### src/rtl/rbac_pkg.sv
package rbac_pkg;

  // Register offsets on the plain register port.
  localparam logic [7:0] REG_BIT_CTRL = 8'h0C;
  localparam logic [7:0] REG_COLL_POS = 8'h0D;
  localparam logic [7:0] REG_ERROR = 8'h20;
  localparam logic [7:0] REG_IRQ_STATUS = 8'h21;
  localparam logic [7:0] REG_IRQ_MASK = 8'h22;
  localparam logic [7:0] REG_STORE_INDEX = 8'h23;
  localparam logic [7:0] REG_STORE_DATA = 8'h24;

  // Field positions of the receive bit control register.
  localparam int CTRL_KEEP_BIT = 7;
  localparam int CTRL_ALIGN_LSB = 4;
  localparam int CTRL_COLL_INTEG_BIT = 3;
  localparam int CTRL_LAST_LSB = 0;

  // Field positions of the collision position register.
  localparam int COLL_VALID_BIT = 7;
  localparam int COLL_POS_LSB = 0;

  // Field positions of the error register.
  localparam int ERR_COLL_DET_BIT = 2;
  localparam int ERR_INTEG_BIT = 0;

  // Interrupt status and mask bit positions.
  localparam int IRQ_END_BIT = 0;
  localparam int IRQ_COLL_BIT = 1;
  localparam int IRQ_INTEG_BIT = 2;
  localparam int IRQ_BITS = 3;

  // Reset values.
  localparam logic KEEP_RESET = 1'b0;
  localparam logic [2:0] ALIGN_RESET = 3'h0;
  localparam logic COLL_INTEG_RESET = 1'b0;
  localparam logic [IRQ_BITS-1:0] IRQ_MASK_RESET = 3'h0;

  // Bit position limits: 64 stored bit positions fit in the eight-byte store.
  localparam logic [6:0] POS_LIMIT = 7'h40;
  localparam logic [6:0] POS_MAX = 7'h7F;
  localparam logic [2:0] BIT_LAST = 3'h7;
  localparam int STORE_DEPTH = 8;
  localparam int STORE_AW = 3;

  // Strobes and data from the receive decoder, one bit per bit strobe.
  typedef struct packed {
    logic start;
    logic bit_valid;
    logic bit_data;
    logic coll;
    logic eof_coll;
    logic integ;
    logic frame_end;
  } rbac_dec_s;

  // Plain register port from software.
  typedef struct packed {
    logic [7:0] addr;
    logic [7:0] wdata;
    logic wr;
    logic rd;
  } rbac_bus_s;

endpackage : rbac_pkg

### src/rtl/rbac_byte_store.sv
`timescale 1ns/1ps
module rbac_byte_store (
  input wire logic clk_sys_in,
  input wire logic ce_in,
  input wire logic we_in,
  input wire logic [rbac_pkg::STORE_AW-1:0] waddr_in,
  input wire logic [7:0] wdata_in,
  input wire logic [rbac_pkg::STORE_AW-1:0] raddr_in,
  output logic [7:0] rdata_out
);
  import rbac_pkg::*;

  typedef struct packed {
    logic [STORE_DEPTH-1:0][7:0] mem;
    logic [7:0] q;
  } rbac_store_s;

  rbac_store_s s;
  rbac_store_s next_s;

  // Write first, then read the registered word; a read of the word written
  // in the same cycle returns the old contents.
  always_comb begin
    next_s = s;
    if (we_in) begin
      next_s.mem[waddr_in] = wdata_in;
    end
    next_s.q = s.mem[raddr_in];
  end

  // The array has no reset, so its contents are valid only once written.
  always_ff @(posedge clk_sys_in) begin
    if (ce_in) begin
      s <= next_s;
    end
  end

  assign rdata_out = s.q;

endmodule : rbac_byte_store

### src/rtl/rbac_rx_bit_align.sv
// Functional notes
// RL1: Clear keep bit zeroes bits after collision.
// RL2: Alignment field sets first stored bit position.
// RL3: Position past bit seven wraps to next byte.
// RL4: Zero alignment is byte mode, else bit mode; a partial final byte also ends in bit mode.
// RL5: Optional: collision also raises integrity error.
// RL6: Last-bits field counts valid bits, zero full.
// RL7: Last-bits written at end, cleared at start.
// RL8: Valid flag only for meaningful collision position.
// RL9: Position is zero-based index of collided bit.
// RL10: Only first 64 stored bits are reportable.
// RL11: Software uses position only when flagged valid.
// RL12: Alignment offset included in reported position.
// RL13: Collision sets flag and logs first position.
// RL14: Collision inside end-of-frame symbol not flagged.
// RL15: New reception clears stale collision information.
// RL16: Later collisions keep the first logged position.
`timescale 1ns/1ps
module rbac_rx_bit_align (
  input wire logic clk_sys_in,
  input wire logic reset_in,
  input wire logic ce_in,
  input wire rbac_pkg::rbac_dec_s dec_in,
  input wire rbac_pkg::rbac_bus_s bus_in,
  output logic [7:0] rd_data_out,
  output logic irq_out,
  output logic rx_active_out,
  output logic bit_oriented_out
);
  import rbac_pkg::*;

  typedef struct packed {
    logic keep;
    logic [2:0] align;
    logic coll_integ;
    logic [2:0] last_bits;
    logic rx_active;
    logic bit_oriented;
    logic [6:0] pos;
    logic coll_seen;
    logic coll_valid;
    logic [6:0] coll_pos;
    logic coll_det;
    logic integ_err;
    logic [IRQ_BITS-1:0] irq_status;
    logic [IRQ_BITS-1:0] irq_mask;
    logic [STORE_AW-1:0] store_index;
    logic [7:0] cur_byte;
    logic [7:0] rd_data;
    logic irq;
    logic mem_we;
    logic [STORE_AW-1:0] mem_waddr;
    logic [7:0] mem_wdata;
  } rbac_state_s;

  rbac_state_s s;
  rbac_state_s next_s;
  logic [7:0] store_q;
  logic bit_take;
  logic coll_hit;
  logic in_range;

  // Address match used by both the write and the read decode.
  function automatic logic reg_hit(input logic [7:0] addr, input logic [7:0] offset);
    reg_hit = (addr == offset);
  endfunction : reg_hit

  // A bit counts only while a reception is open; a start in the same cycle wins.
  assign bit_take = dec_in.bit_valid && s.rx_active && !dec_in.start;
  assign coll_hit = bit_take && dec_in.coll && !dec_in.eof_coll; // RL14
  assign in_range = (s.pos < POS_LIMIT); // RL10

  // Received bytes are held in a small store that software reads by index.
  rbac_byte_store u_store (
    .clk_sys_in(clk_sys_in),
    .ce_in(ce_in),
    .we_in(s.mem_we),
    .waddr_in(s.mem_waddr),
    .wdata_in(s.mem_wdata),
    .raddr_in(s.store_index),
    .rdata_out(store_q)
  );

  // Next state: reception control, bit placement, collision log, bus and interrupts.
  always_comb begin
    logic bit_val;
    logic [7:0] byte_v;
    logic [IRQ_BITS-1:0] irq_set;
    logic [IRQ_BITS-1:0] irq_clr;
    bit_val = 1'b0;
    byte_v = 8'h00;
    irq_set = '0;
    irq_clr = '0;
    next_s = s;
    next_s.mem_we = 1'b0;
    next_s.rd_data = 8'h00;

    // A new reception resets placement and all per-frame results.
    if (dec_in.start) begin
      next_s.rx_active = 1'b1;
      next_s.pos = {4'h0, s.align}; // RL2 RL12
      next_s.cur_byte = 8'h00;
      next_s.last_bits = 3'h0; // RL7
      next_s.bit_oriented = (s.align != 3'h0); // RL4
      next_s.coll_seen = 1'b0;
      next_s.coll_valid = 1'b0; // RL15
      next_s.coll_pos = 7'h00; // RL15
      next_s.coll_det = 1'b0;
      next_s.integ_err = 1'b0;
    end

    // Place one received bit; the partial byte is rewritten on every in-range bit so
    // the store holds what has arrived so far within the first 64 positions.
    if (bit_take) begin
      bit_val = dec_in.bit_data && !(s.coll_seen && !s.keep); // RL1
      byte_v = s.cur_byte | ({7'h00, bit_val} << s.pos[2:0]); // RL2
      if (in_range) begin
        next_s.mem_we = 1'b1;
        next_s.mem_waddr = s.pos[5:3];
        next_s.mem_wdata = byte_v;
      end
      if (s.pos[2:0] == BIT_LAST) begin
        next_s.cur_byte = 8'h00; // RL3
      end else begin
        next_s.cur_byte = byte_v;
      end
      if (s.pos != POS_MAX) begin
        next_s.pos = s.pos + 7'h01; // RL3
      end
      if (dec_in.integ) begin
        next_s.integ_err = 1'b1;
        irq_set[IRQ_INTEG_BIT] = 1'b1;
      end
    end

    // Collision: flag always, log only the first one of the frame.
    if (coll_hit) begin
      next_s.coll_det = 1'b1; // RL13
      irq_set[IRQ_COLL_BIT] = 1'b1;
      if (s.coll_integ) begin
        next_s.integ_err = 1'b1; // RL5
        irq_set[IRQ_INTEG_BIT] = 1'b1;
      end
      if (!s.coll_seen) begin
        next_s.coll_seen = 1'b1; // RL16
        next_s.coll_valid = in_range; // RL8 RL10
        next_s.coll_pos = in_range ? s.pos : 7'h00; // RL9 RL12 RL13
      end
    end

    // End of frame: a partial final byte or an aligned start makes the frame
    // bit oriented, and only then is the valid-bit count reported.
    if (dec_in.frame_end && s.rx_active && !dec_in.start) begin
      next_s.rx_active = 1'b0;
      irq_set[IRQ_END_BIT] = 1'b1;
      if (s.bit_oriented || (s.pos[2:0] != 3'h0)) begin // RL4
        next_s.bit_oriented = 1'b1;
        next_s.last_bits = s.pos[2:0]; // RL6 RL7
      end
    end

    // Register writes; the last-bits field belongs to the receive path alone.
    if (bus_in.wr) begin
      if (reg_hit(bus_in.addr, REG_BIT_CTRL)) begin
        next_s.keep = bus_in.wdata[CTRL_KEEP_BIT];
        next_s.align = bus_in.wdata[CTRL_ALIGN_LSB +: 3];
        next_s.coll_integ = bus_in.wdata[CTRL_COLL_INTEG_BIT];
      end
      if (reg_hit(bus_in.addr, REG_IRQ_MASK)) begin
        next_s.irq_mask = bus_in.wdata[IRQ_BITS-1:0];
      end
      if (reg_hit(bus_in.addr, REG_STORE_INDEX)) begin
        next_s.store_index = bus_in.wdata[STORE_AW-1:0];
      end
    end

    // Register reads; unmapped addresses read as zero.
    if (bus_in.rd) begin
      if (reg_hit(bus_in.addr, REG_BIT_CTRL)) begin
        next_s.rd_data[CTRL_KEEP_BIT] = s.keep;
        next_s.rd_data[CTRL_ALIGN_LSB +: 3] = s.align;
        next_s.rd_data[CTRL_COLL_INTEG_BIT] = s.coll_integ;
        next_s.rd_data[CTRL_LAST_LSB +: 3] = s.last_bits;
      end
      if (reg_hit(bus_in.addr, REG_COLL_POS)) begin
        next_s.rd_data[COLL_VALID_BIT] = s.coll_valid;
        next_s.rd_data[COLL_POS_LSB +: 7] = s.coll_pos;
      end
      if (reg_hit(bus_in.addr, REG_ERROR)) begin
        next_s.rd_data[ERR_COLL_DET_BIT] = s.coll_det;
        next_s.rd_data[ERR_INTEG_BIT] = s.integ_err;
      end
      if (reg_hit(bus_in.addr, REG_IRQ_STATUS)) begin
        next_s.rd_data[IRQ_BITS-1:0] = s.irq_status;
        irq_clr = s.irq_status;
      end
      if (reg_hit(bus_in.addr, REG_IRQ_MASK)) begin
        next_s.rd_data[IRQ_BITS-1:0] = s.irq_mask;
      end
      if (reg_hit(bus_in.addr, REG_STORE_INDEX)) begin
        next_s.rd_data[STORE_AW-1:0] = s.store_index;
      end
      if (reg_hit(bus_in.addr, REG_STORE_DATA)) begin
        next_s.rd_data = store_q;
      end
    end

    // Sticky events: a set in the clearing read's cycle survives the clear.
    next_s.irq_status = (s.irq_status & ~irq_clr) | irq_set;
    next_s.irq = |(next_s.irq_status & next_s.irq_mask);
  end

  // One register stage holds the whole state; the clock enable freezes it.
  always_ff @(posedge clk_sys_in) begin
    if (reset_in) begin
      s <= '0;
      s.keep <= KEEP_RESET;
      s.align <= ALIGN_RESET;
      s.coll_integ <= COLL_INTEG_RESET;
      s.irq_mask <= IRQ_MASK_RESET;
    end else if (ce_in) begin
      s <= next_s;
    end
  end

  // Every output is a state flip-flop.
  assign rd_data_out = s.rd_data;
  assign irq_out = s.irq;
  assign rx_active_out = s.rx_active;
  assign bit_oriented_out = s.bit_oriented;

  // Bits after the first collision are stored as zero unless kept.
  chk_zero_after_coll: assert property ( // RL1
    @(posedge clk_sys_in) disable iff (reset_in)
    (ce_in && bit_take && s.coll_seen && !s.keep && in_range)
    |=> (s.mem_we && !s.mem_wdata[$past(s.pos[2:0])]))
    else $error("bit after collision was not forced to zero");

  // The first bit lands at the alignment position.
  chk_first_pos: assert property ( // RL2
    @(posedge clk_sys_in) disable iff (reset_in)
    (ce_in && dec_in.start) |=> (s.pos == {4'h0, $past(s.align)} && s.rx_active))
    else $error("start position does not follow alignment");

  // Leaving bit seven moves to bit zero of the next byte with a clean byte.
  chk_byte_wrap: assert property ( // RL3
    @(posedge clk_sys_in) disable iff (reset_in)
    (ce_in && bit_take && s.pos[2:0] == 3'h7 && s.pos != POS_MAX)
    |=> (s.pos[2:0] == 3'h0 && s.pos[6:3] == $past(s.pos[6:3]) + 4'h1 && s.cur_byte == 8'h00))
    else $error("placement did not wrap to next byte");

  // Start clears the valid-bit count and the collision log.
  chk_start_clear: assert property ( // RL7 RL15
    @(posedge clk_sys_in) disable iff (reset_in)
    (ce_in && dec_in.start)
    |=> (s.last_bits == 3'h0 && !s.coll_valid && s.coll_pos == 7'h00 && !s.coll_det))
    else $error("start left stale results");

  // Collision raises the integrity error only when so configured.
  chk_coll_integ: assert property ( // RL5
    @(posedge clk_sys_in) disable iff (reset_in)
    (ce_in && coll_hit && s.coll_integ) |=> (s.integ_err && s.coll_det))
    else $error("collision did not raise integrity error");

  // A valid position always lies inside the first 64 stored bits.
  chk_valid_range: assert property ( // RL8 RL10
    @(posedge clk_sys_in) disable iff (reset_in)
    s.coll_valid |-> (s.coll_pos < POS_LIMIT && s.coll_seen))
    else $error("valid flag set for unreportable position");

  // The first collision position is logged with the alignment included.
  chk_first_log: assert property ( // RL9 RL12 RL13
    @(posedge clk_sys_in) disable iff (reset_in)
    (ce_in && coll_hit && !s.coll_seen && in_range)
    |=> (s.coll_valid && s.coll_pos == $past(s.pos)))
    else $error("first collision position not logged");

  // Once logged, the position holds until the next start.
  chk_coll_hold: assert property ( // RL16
    @(posedge clk_sys_in) disable iff (reset_in)
    (ce_in && s.coll_seen && !dec_in.start) |=> ($stable(s.coll_pos) && $stable(s.coll_valid)))
    else $error("later collision changed the log");

  // A collision marked as part of the end-of-frame symbol is not flagged.
  chk_eof_coll: assert property ( // RL14
    @(posedge clk_sys_in) disable iff (reset_in)
    (ce_in && !s.coll_det && !dec_in.start && dec_in.eof_coll) |=> !s.coll_det)
    else $error("end-of-frame collision was flagged");

  // The end of a partial final byte reports its valid-bit count.
  chk_last_bits: assert property ( // RL6
    @(posedge clk_sys_in) disable iff (reset_in)
    (ce_in && dec_in.frame_end && s.rx_active && !dec_in.start && s.pos[2:0] != 3'h0)
    |=> (s.last_bits == $past(s.pos[2:0]) && s.bit_oriented && !s.rx_active))
    else $error("last-bits count wrong at frame end");

  // The interrupt line follows the unmasked sticky bits.
  chk_irq_level: assert property (
    @(posedge clk_sys_in) disable iff (reset_in)
    s.irq == |(s.irq_status & s.irq_mask))
    else $error("interrupt level disagrees with status");

  // The alignment at start decides the bit-oriented flag until the frame's end strobe.
  chk_start_mode: assert property ( // RL4
    @(posedge clk_sys_in) disable iff (reset_in)
    (ce_in && dec_in.start) |=> (s.bit_oriented == ($past(s.align) != 3'h0)))
    else $error("frame mode does not follow alignment");

  // In-range bits are written to the byte that holds their stored position.
  chk_store_addr: assert property ( // RL2 RL3
    @(posedge clk_sys_in) disable iff (reset_in)
    (ce_in && bit_take && in_range) |=> (s.mem_we && s.mem_waddr == $past(s.pos[5:3])))
    else $error("bit stored in the wrong byte");

  // Bits past the reportable range would alias into the store, so they are dropped.
  chk_store_limit: assert property ( // RL10
    @(posedge clk_sys_in) disable iff (reset_in)
    (ce_in && bit_take && !in_range) |=> !s.mem_we)
    else $error("bit past the store limit was written");

  // Only the receive path changes the valid-bit count, never a register write.
  chk_last_owned: assert property ( // RL7
    @(posedge clk_sys_in) disable iff (reset_in)
    (ce_in && !dec_in.start && !dec_in.frame_end) |=> $stable(s.last_bits))
    else $error("valid-bit count changed outside frame edges");

  // A collision in the cycle of a clearing read still leaves its status bit.
  chk_coll_status: assert property ( // RL13
    @(posedge clk_sys_in) disable iff (reset_in)
    (ce_in && coll_hit) |=> s.irq_status[IRQ_COLL_BIT])
    else $error("collision status lost");

  // A status read with no event in its cycle clears every bit and the line.
  chk_status_clear: assert property (
    @(posedge clk_sys_in) disable iff (reset_in)
    (ce_in && bus_in.rd && bus_in.addr == REG_IRQ_STATUS && !bit_take && !dec_in.frame_end)
    |=> (s.irq_status == '0 && !s.irq))
    else $error("status read did not clear");

  // Read data stand for one cycle only, so a stale value is never taken twice.
  chk_rd_one_cycle: assert property (
    @(posedge clk_sys_in) disable iff (reset_in)
    (ce_in && !bus_in.rd) |=> (s.rd_data == 8'h00))
    else $error("read data outlived the read");

  // A low clock enable holds every state bit outside reset, whatever the other inputs do.
  chk_ce_freeze: assert property (
    @(posedge clk_sys_in) disable iff (reset_in)
    (!ce_in && !reset_in) |=> $stable(s))
    else $error("state changed while clock enable was low");

endmodule : rbac_rx_bit_align

### config.mk
export PLATFORM = sky130hd
export DESIGN_NAME = rbac_rx_bit_align
export DESIGN_NICKNAME = d
export VERILOG_FILES = /design/src/rtl/rbac_pkg.sv /design/src/rtl/rbac_byte_store.sv /design/src/rtl/rbac_rx_bit_align.sv
export SDC_FILE = /design/constraint.sdc
export NUM_CORES = 1
export LEC_CHECK = 0
export ABC_AREA = 1
export BUFFER_PORTS_ARGS = -buffer_cell sky130_fd_sc_hd__buf_2
export CELL_PAD_IN_SITES_DETAIL_PLACEMENT = 0
export CELL_PAD_IN_SITES_GLOBAL_PLACEMENT = 1
export CORE_MARGIN = 10
export CORE_UTILIZATION = 40
export CTS_CLUSTER_SIZE = 28
export DETAILED_ROUTE_END_ITERATION = 10
export PLACE_DENSITY = 0.68
export SYNTH_ARGS = -nofsm -noshare
export SYNTH_HDL_FRONTEND = slang
export SYNTH_SLANG_ARGS = --single-unit
export TNS_END_PERCENT = 5
### constraint.sdc
create_clock -name clk_sys_in -period 5.3 [get_ports clk_sys_in]
set_input_delay 1.59 -clock clk_sys_in [delete_from_list [all_inputs] [get_ports clk_sys_in]]
set_output_delay 1.59 -clock clk_sys_in [all_outputs]
set_load 0.02 [all_outputs]
==> flow_metrics.env <==
export IMPL_wl_per_cell_um=16.7
export IMPL_cts_made_buffers=17
export IMPL_crit_fanout=20
export IMPL_power_leakage_uw=0.00256
export IMPL_grt_pass1_vias=4335
export IMPL_tightest_slew_ns=1.08
export IMPL_dieArea_um2=20600
export IMPL_ir_drop_mv=0.228
export IMPL_start_kind="input port"
export IMPL_synthArstFlopShare_pct=0
export IMPL_postLayoutCoreUtil_pct=45.7
export IMPL_finalHoldViolCount=0
export IMPL_antenna_cells=0
export IMPL_cts_root_buf="clkbuf_16"
export IMPL_path_delay_family="simple AND/OR/NAND/NOR gates"
export IMPL_avgViaCountPerCell=5.17
export IMPL_syn_area_per_cell_um2=9.34
export IMPL_ant_nets=0
export IMPL_min_period_ns=2.94
export IMPL_cts_resized=0
export IMPL_rrSetupSlack_ns=3.11
export IMPL_numPortBuffers=38
export IMPL_required_ns=5.60
export IMPL_maxSlewViolCount=0
export IMPL_dr_total_vias=4536
export IMPL_syn_cell_area_um2=6090
export IMPL_drc=0
export IMPL_synth_edf_count=72
export IMPL_synth_top_area_share_pct=35.5
export IMPL_cts_setup_buffers=0
export IMPL_cp_end_kind="flop"
export IMPL_fin_crit_sh_pct=55.6
export IMPL_chipHeight_um=143
export IMPL_powerDensity_nw_per_um2=341
export IMPL_design_area_um2=6870
export IMPL_synth_nets=683
export IMPL_initial_utilization_pct=40.5
export IMPL_setup_violations=0
export IMPL_ys_ff_latch=138
export IMPL_die_w_um=143
export IMPL_crit_buf_inv=4
export IMPL_yosysSeqAreaShare_pct=57.2
export IMPL_critical_path_class="in2reg"
export IMPL_cts_tree="built"
export IMPL_crit_chain="buf_2 > inv_2 > nand2_4 > nor2_2 > inv_2 > nor2_1 > inv_2 > o21ai_1 > a21oi_1"
export IMPL_cpMaxStageDelayCell="nor2_1"
export IMPL_grt_overflow_total=0
export IMPL_nNetsFinal=708
export IMPL_firstDrtPassIters=5
export IMPL_place_area_um2=6300
export IMPL_cts_sinks=138
export IMPL_slew_headroom_pct=27.7
export IMPL_io_pins=39
export IMPL_htree_num_levels=4
export IMPL_synth_top_flop_cell="edfxtp_1"
export IMPL_max_cap_violations=0
export IMPL_fmax_mhz=340
export IMPL_synth_top_cell_by_area="edfxtp_1"
export IMPL_antenna_found_initial=0
export IMPL_rsz0062_at_grt="false"
export IMPL_cpMostUsedCell="inv_2"
export IMPL_grt_max_degree=35
export IMPL_hold_path_class="reg2reg"
export IMPL_status="complete, no violations"
export IMPL_totalWireLength_mm=14.7
export IMPL_holdBufCountCts=0
export IMPL_clkTransAtPathRegs_ns=0.06
export IMPL_synthTopCellsByArea="edfxtp_1, dfxtp_1, nand2_1"
export IMPL_hpwl_mm=10.4
export IMPL_clk_latency_ns=0.42
export IMPL_rows=45
export IMPL_synth_cell_types=40
export IMPL_yosys_warnings=0
export IMPL_cp_slowest_stage_delay_ns=0.81
export IMPL_areaGrowthSynthToFinish_pct=12.8
export IMPL_skew_ns=0.00893
export IMPL_coreArea_um2=15000
export IMPL_syn_inst=652
export IMPL_tns_ns=0
export IMPL_drive_gt1_share_pct=17.7
export IMPL_grtUsageTotal_pct=14.8
export IMPL_finalWeightedCongestion=0.830
export IMPL_crit_arrival_ns=3.25
export IMPL_clockBufferDepth=2
export IMPL_drt_iter0_drc=358
export IMPL_grt_pass1_wl_mm=23.4
report_power, final:
| part | switching, uW | total (uW) | internal, uW |
|---|---|---|---|
| sequential | 9.92 | 1130 | 1120 |
| combinational | 58.3 | 83.8 | 25.5 |
| clock | 469 | 1120 | 655 |
| total | 538 | 2340 | 1810 |
final timing paths:
check / startpoint / to / cells after the start
hold reg to reg: s[58]$_SDFFE_PP0P_ / s[58]$_SDFFE_PP0P_ / 2
setup reg to reg: s[30]$_SDFFE_PP0P_ / u_store.rdata_out[4]$_DFFE_PP_ / 4
hold / removal: s[58]$_SDFFE_PP0P_ / s[58]$_SDFFE_PP0P_ / 2
setup / recovery: dec_in[6] / s[9]$_SDFFE_PP0P_ / 9
Yosys cell counts, types with 3 or more instances:
library cell,instances
nand2_1,96
nor2_1,82
edfxtp_1,72
dfxtp_1,66
o21ai_0,66
inv_1,50
a21oi_1,46
nand3_1,30
o22ai_1,12
buf_2,11
a31oi_1,10
inv_2,10
buf_4,9
clkbuf_1,9
nand2_2,7
nor2_4,7
o211ai_1,7
a211oi_2,6
nor2_2,6
nor3_1,6
o21ai_1,6
a21oi_2,5
nand4_1,4
buf_6,3
ha_1,3
nand3_2,3
o21bai_1,3
flip-flops by register name, summed over array words and instances (netlist names):
| signal | cells |
|---|---|
| u_store.s | 64 |
| s | 55 |
| rd_data_out | 8 |
| u_store.rdata_out | 8 |
| bit_oriented_out | 1 |
| irq_out | 1 |
| rx_active_out | 1 |
area by class of cell:
cell class	instances	area, um2
Clock buffer	18	429
Tap cell	188	235
Inverter	63	238
Timing Repair Buffer	41	213
Sequential cell	138	3480
Fill cell	1465	8160
Multi-Input combinational cell	416	2140
Clock inverter	14	136
per-stage QoR:
stage               worst slack, ns  power, uW  cells  hold slack (ns)
floorplan                      2.31       1210    652            0.423
global placement               1.98       1240    846            0.444
detailed placement             1.93       1240    846            0.454
CTS                            2.37       2360    878            0.462
global route                   2.05       2420    878            0.489
finish                         2.36       2340    878            0.459
kinds of logic (layout without fill, tap and decap cells):
family	count (synthesis)	in the layout	synth area share (%)
AND/OR/NAND/NOR	248	248	18.5
AO/OA/AOI/OAI	165	165	15.9
flip-flops	138	138	57.2
buffers and inverters	98	136	7.73
adder cells (fa/ha/maj)	3	3	0.616
tightest hold or removal path, delay by kind of cell, from the launching register on:
kind / cells / cell delay (ns)
DFF: 1 / 0.31
buffers and inverters: 1 / 0.05
AOI/OAI and AO/OA: 1 / 0.05
layer usage:
metal  global-route usage, %  vias to the layer above  part of all wire, %
met4                    7.36                        0                  2.9
met1                    18.4                     2139                   45
li1                        -                     2265                    -
met5                       0                        -                    0
met3                    3.23                       22                  4.6
met2                    23.8                      110                   47
placed cells by master (no fill, tap or decap), drive strengths merged, types with 11 or more instances in the layout:
cell type | synthesis | final
clkbuf | 11 | 18
dfxtp | 66 | 66
a21oi | 51 | 51
a31oi | 11 | 11
o22ai | 12 | 12
buf | 24 | 41
nand2 | 105 | 105
o21ai | 73 | 73
nand3 | 33 | 33
edfxtp | 72 | 72
inv | 60 | 66
nor2 | 95 | 95
(Power assumes the default switching activity.)
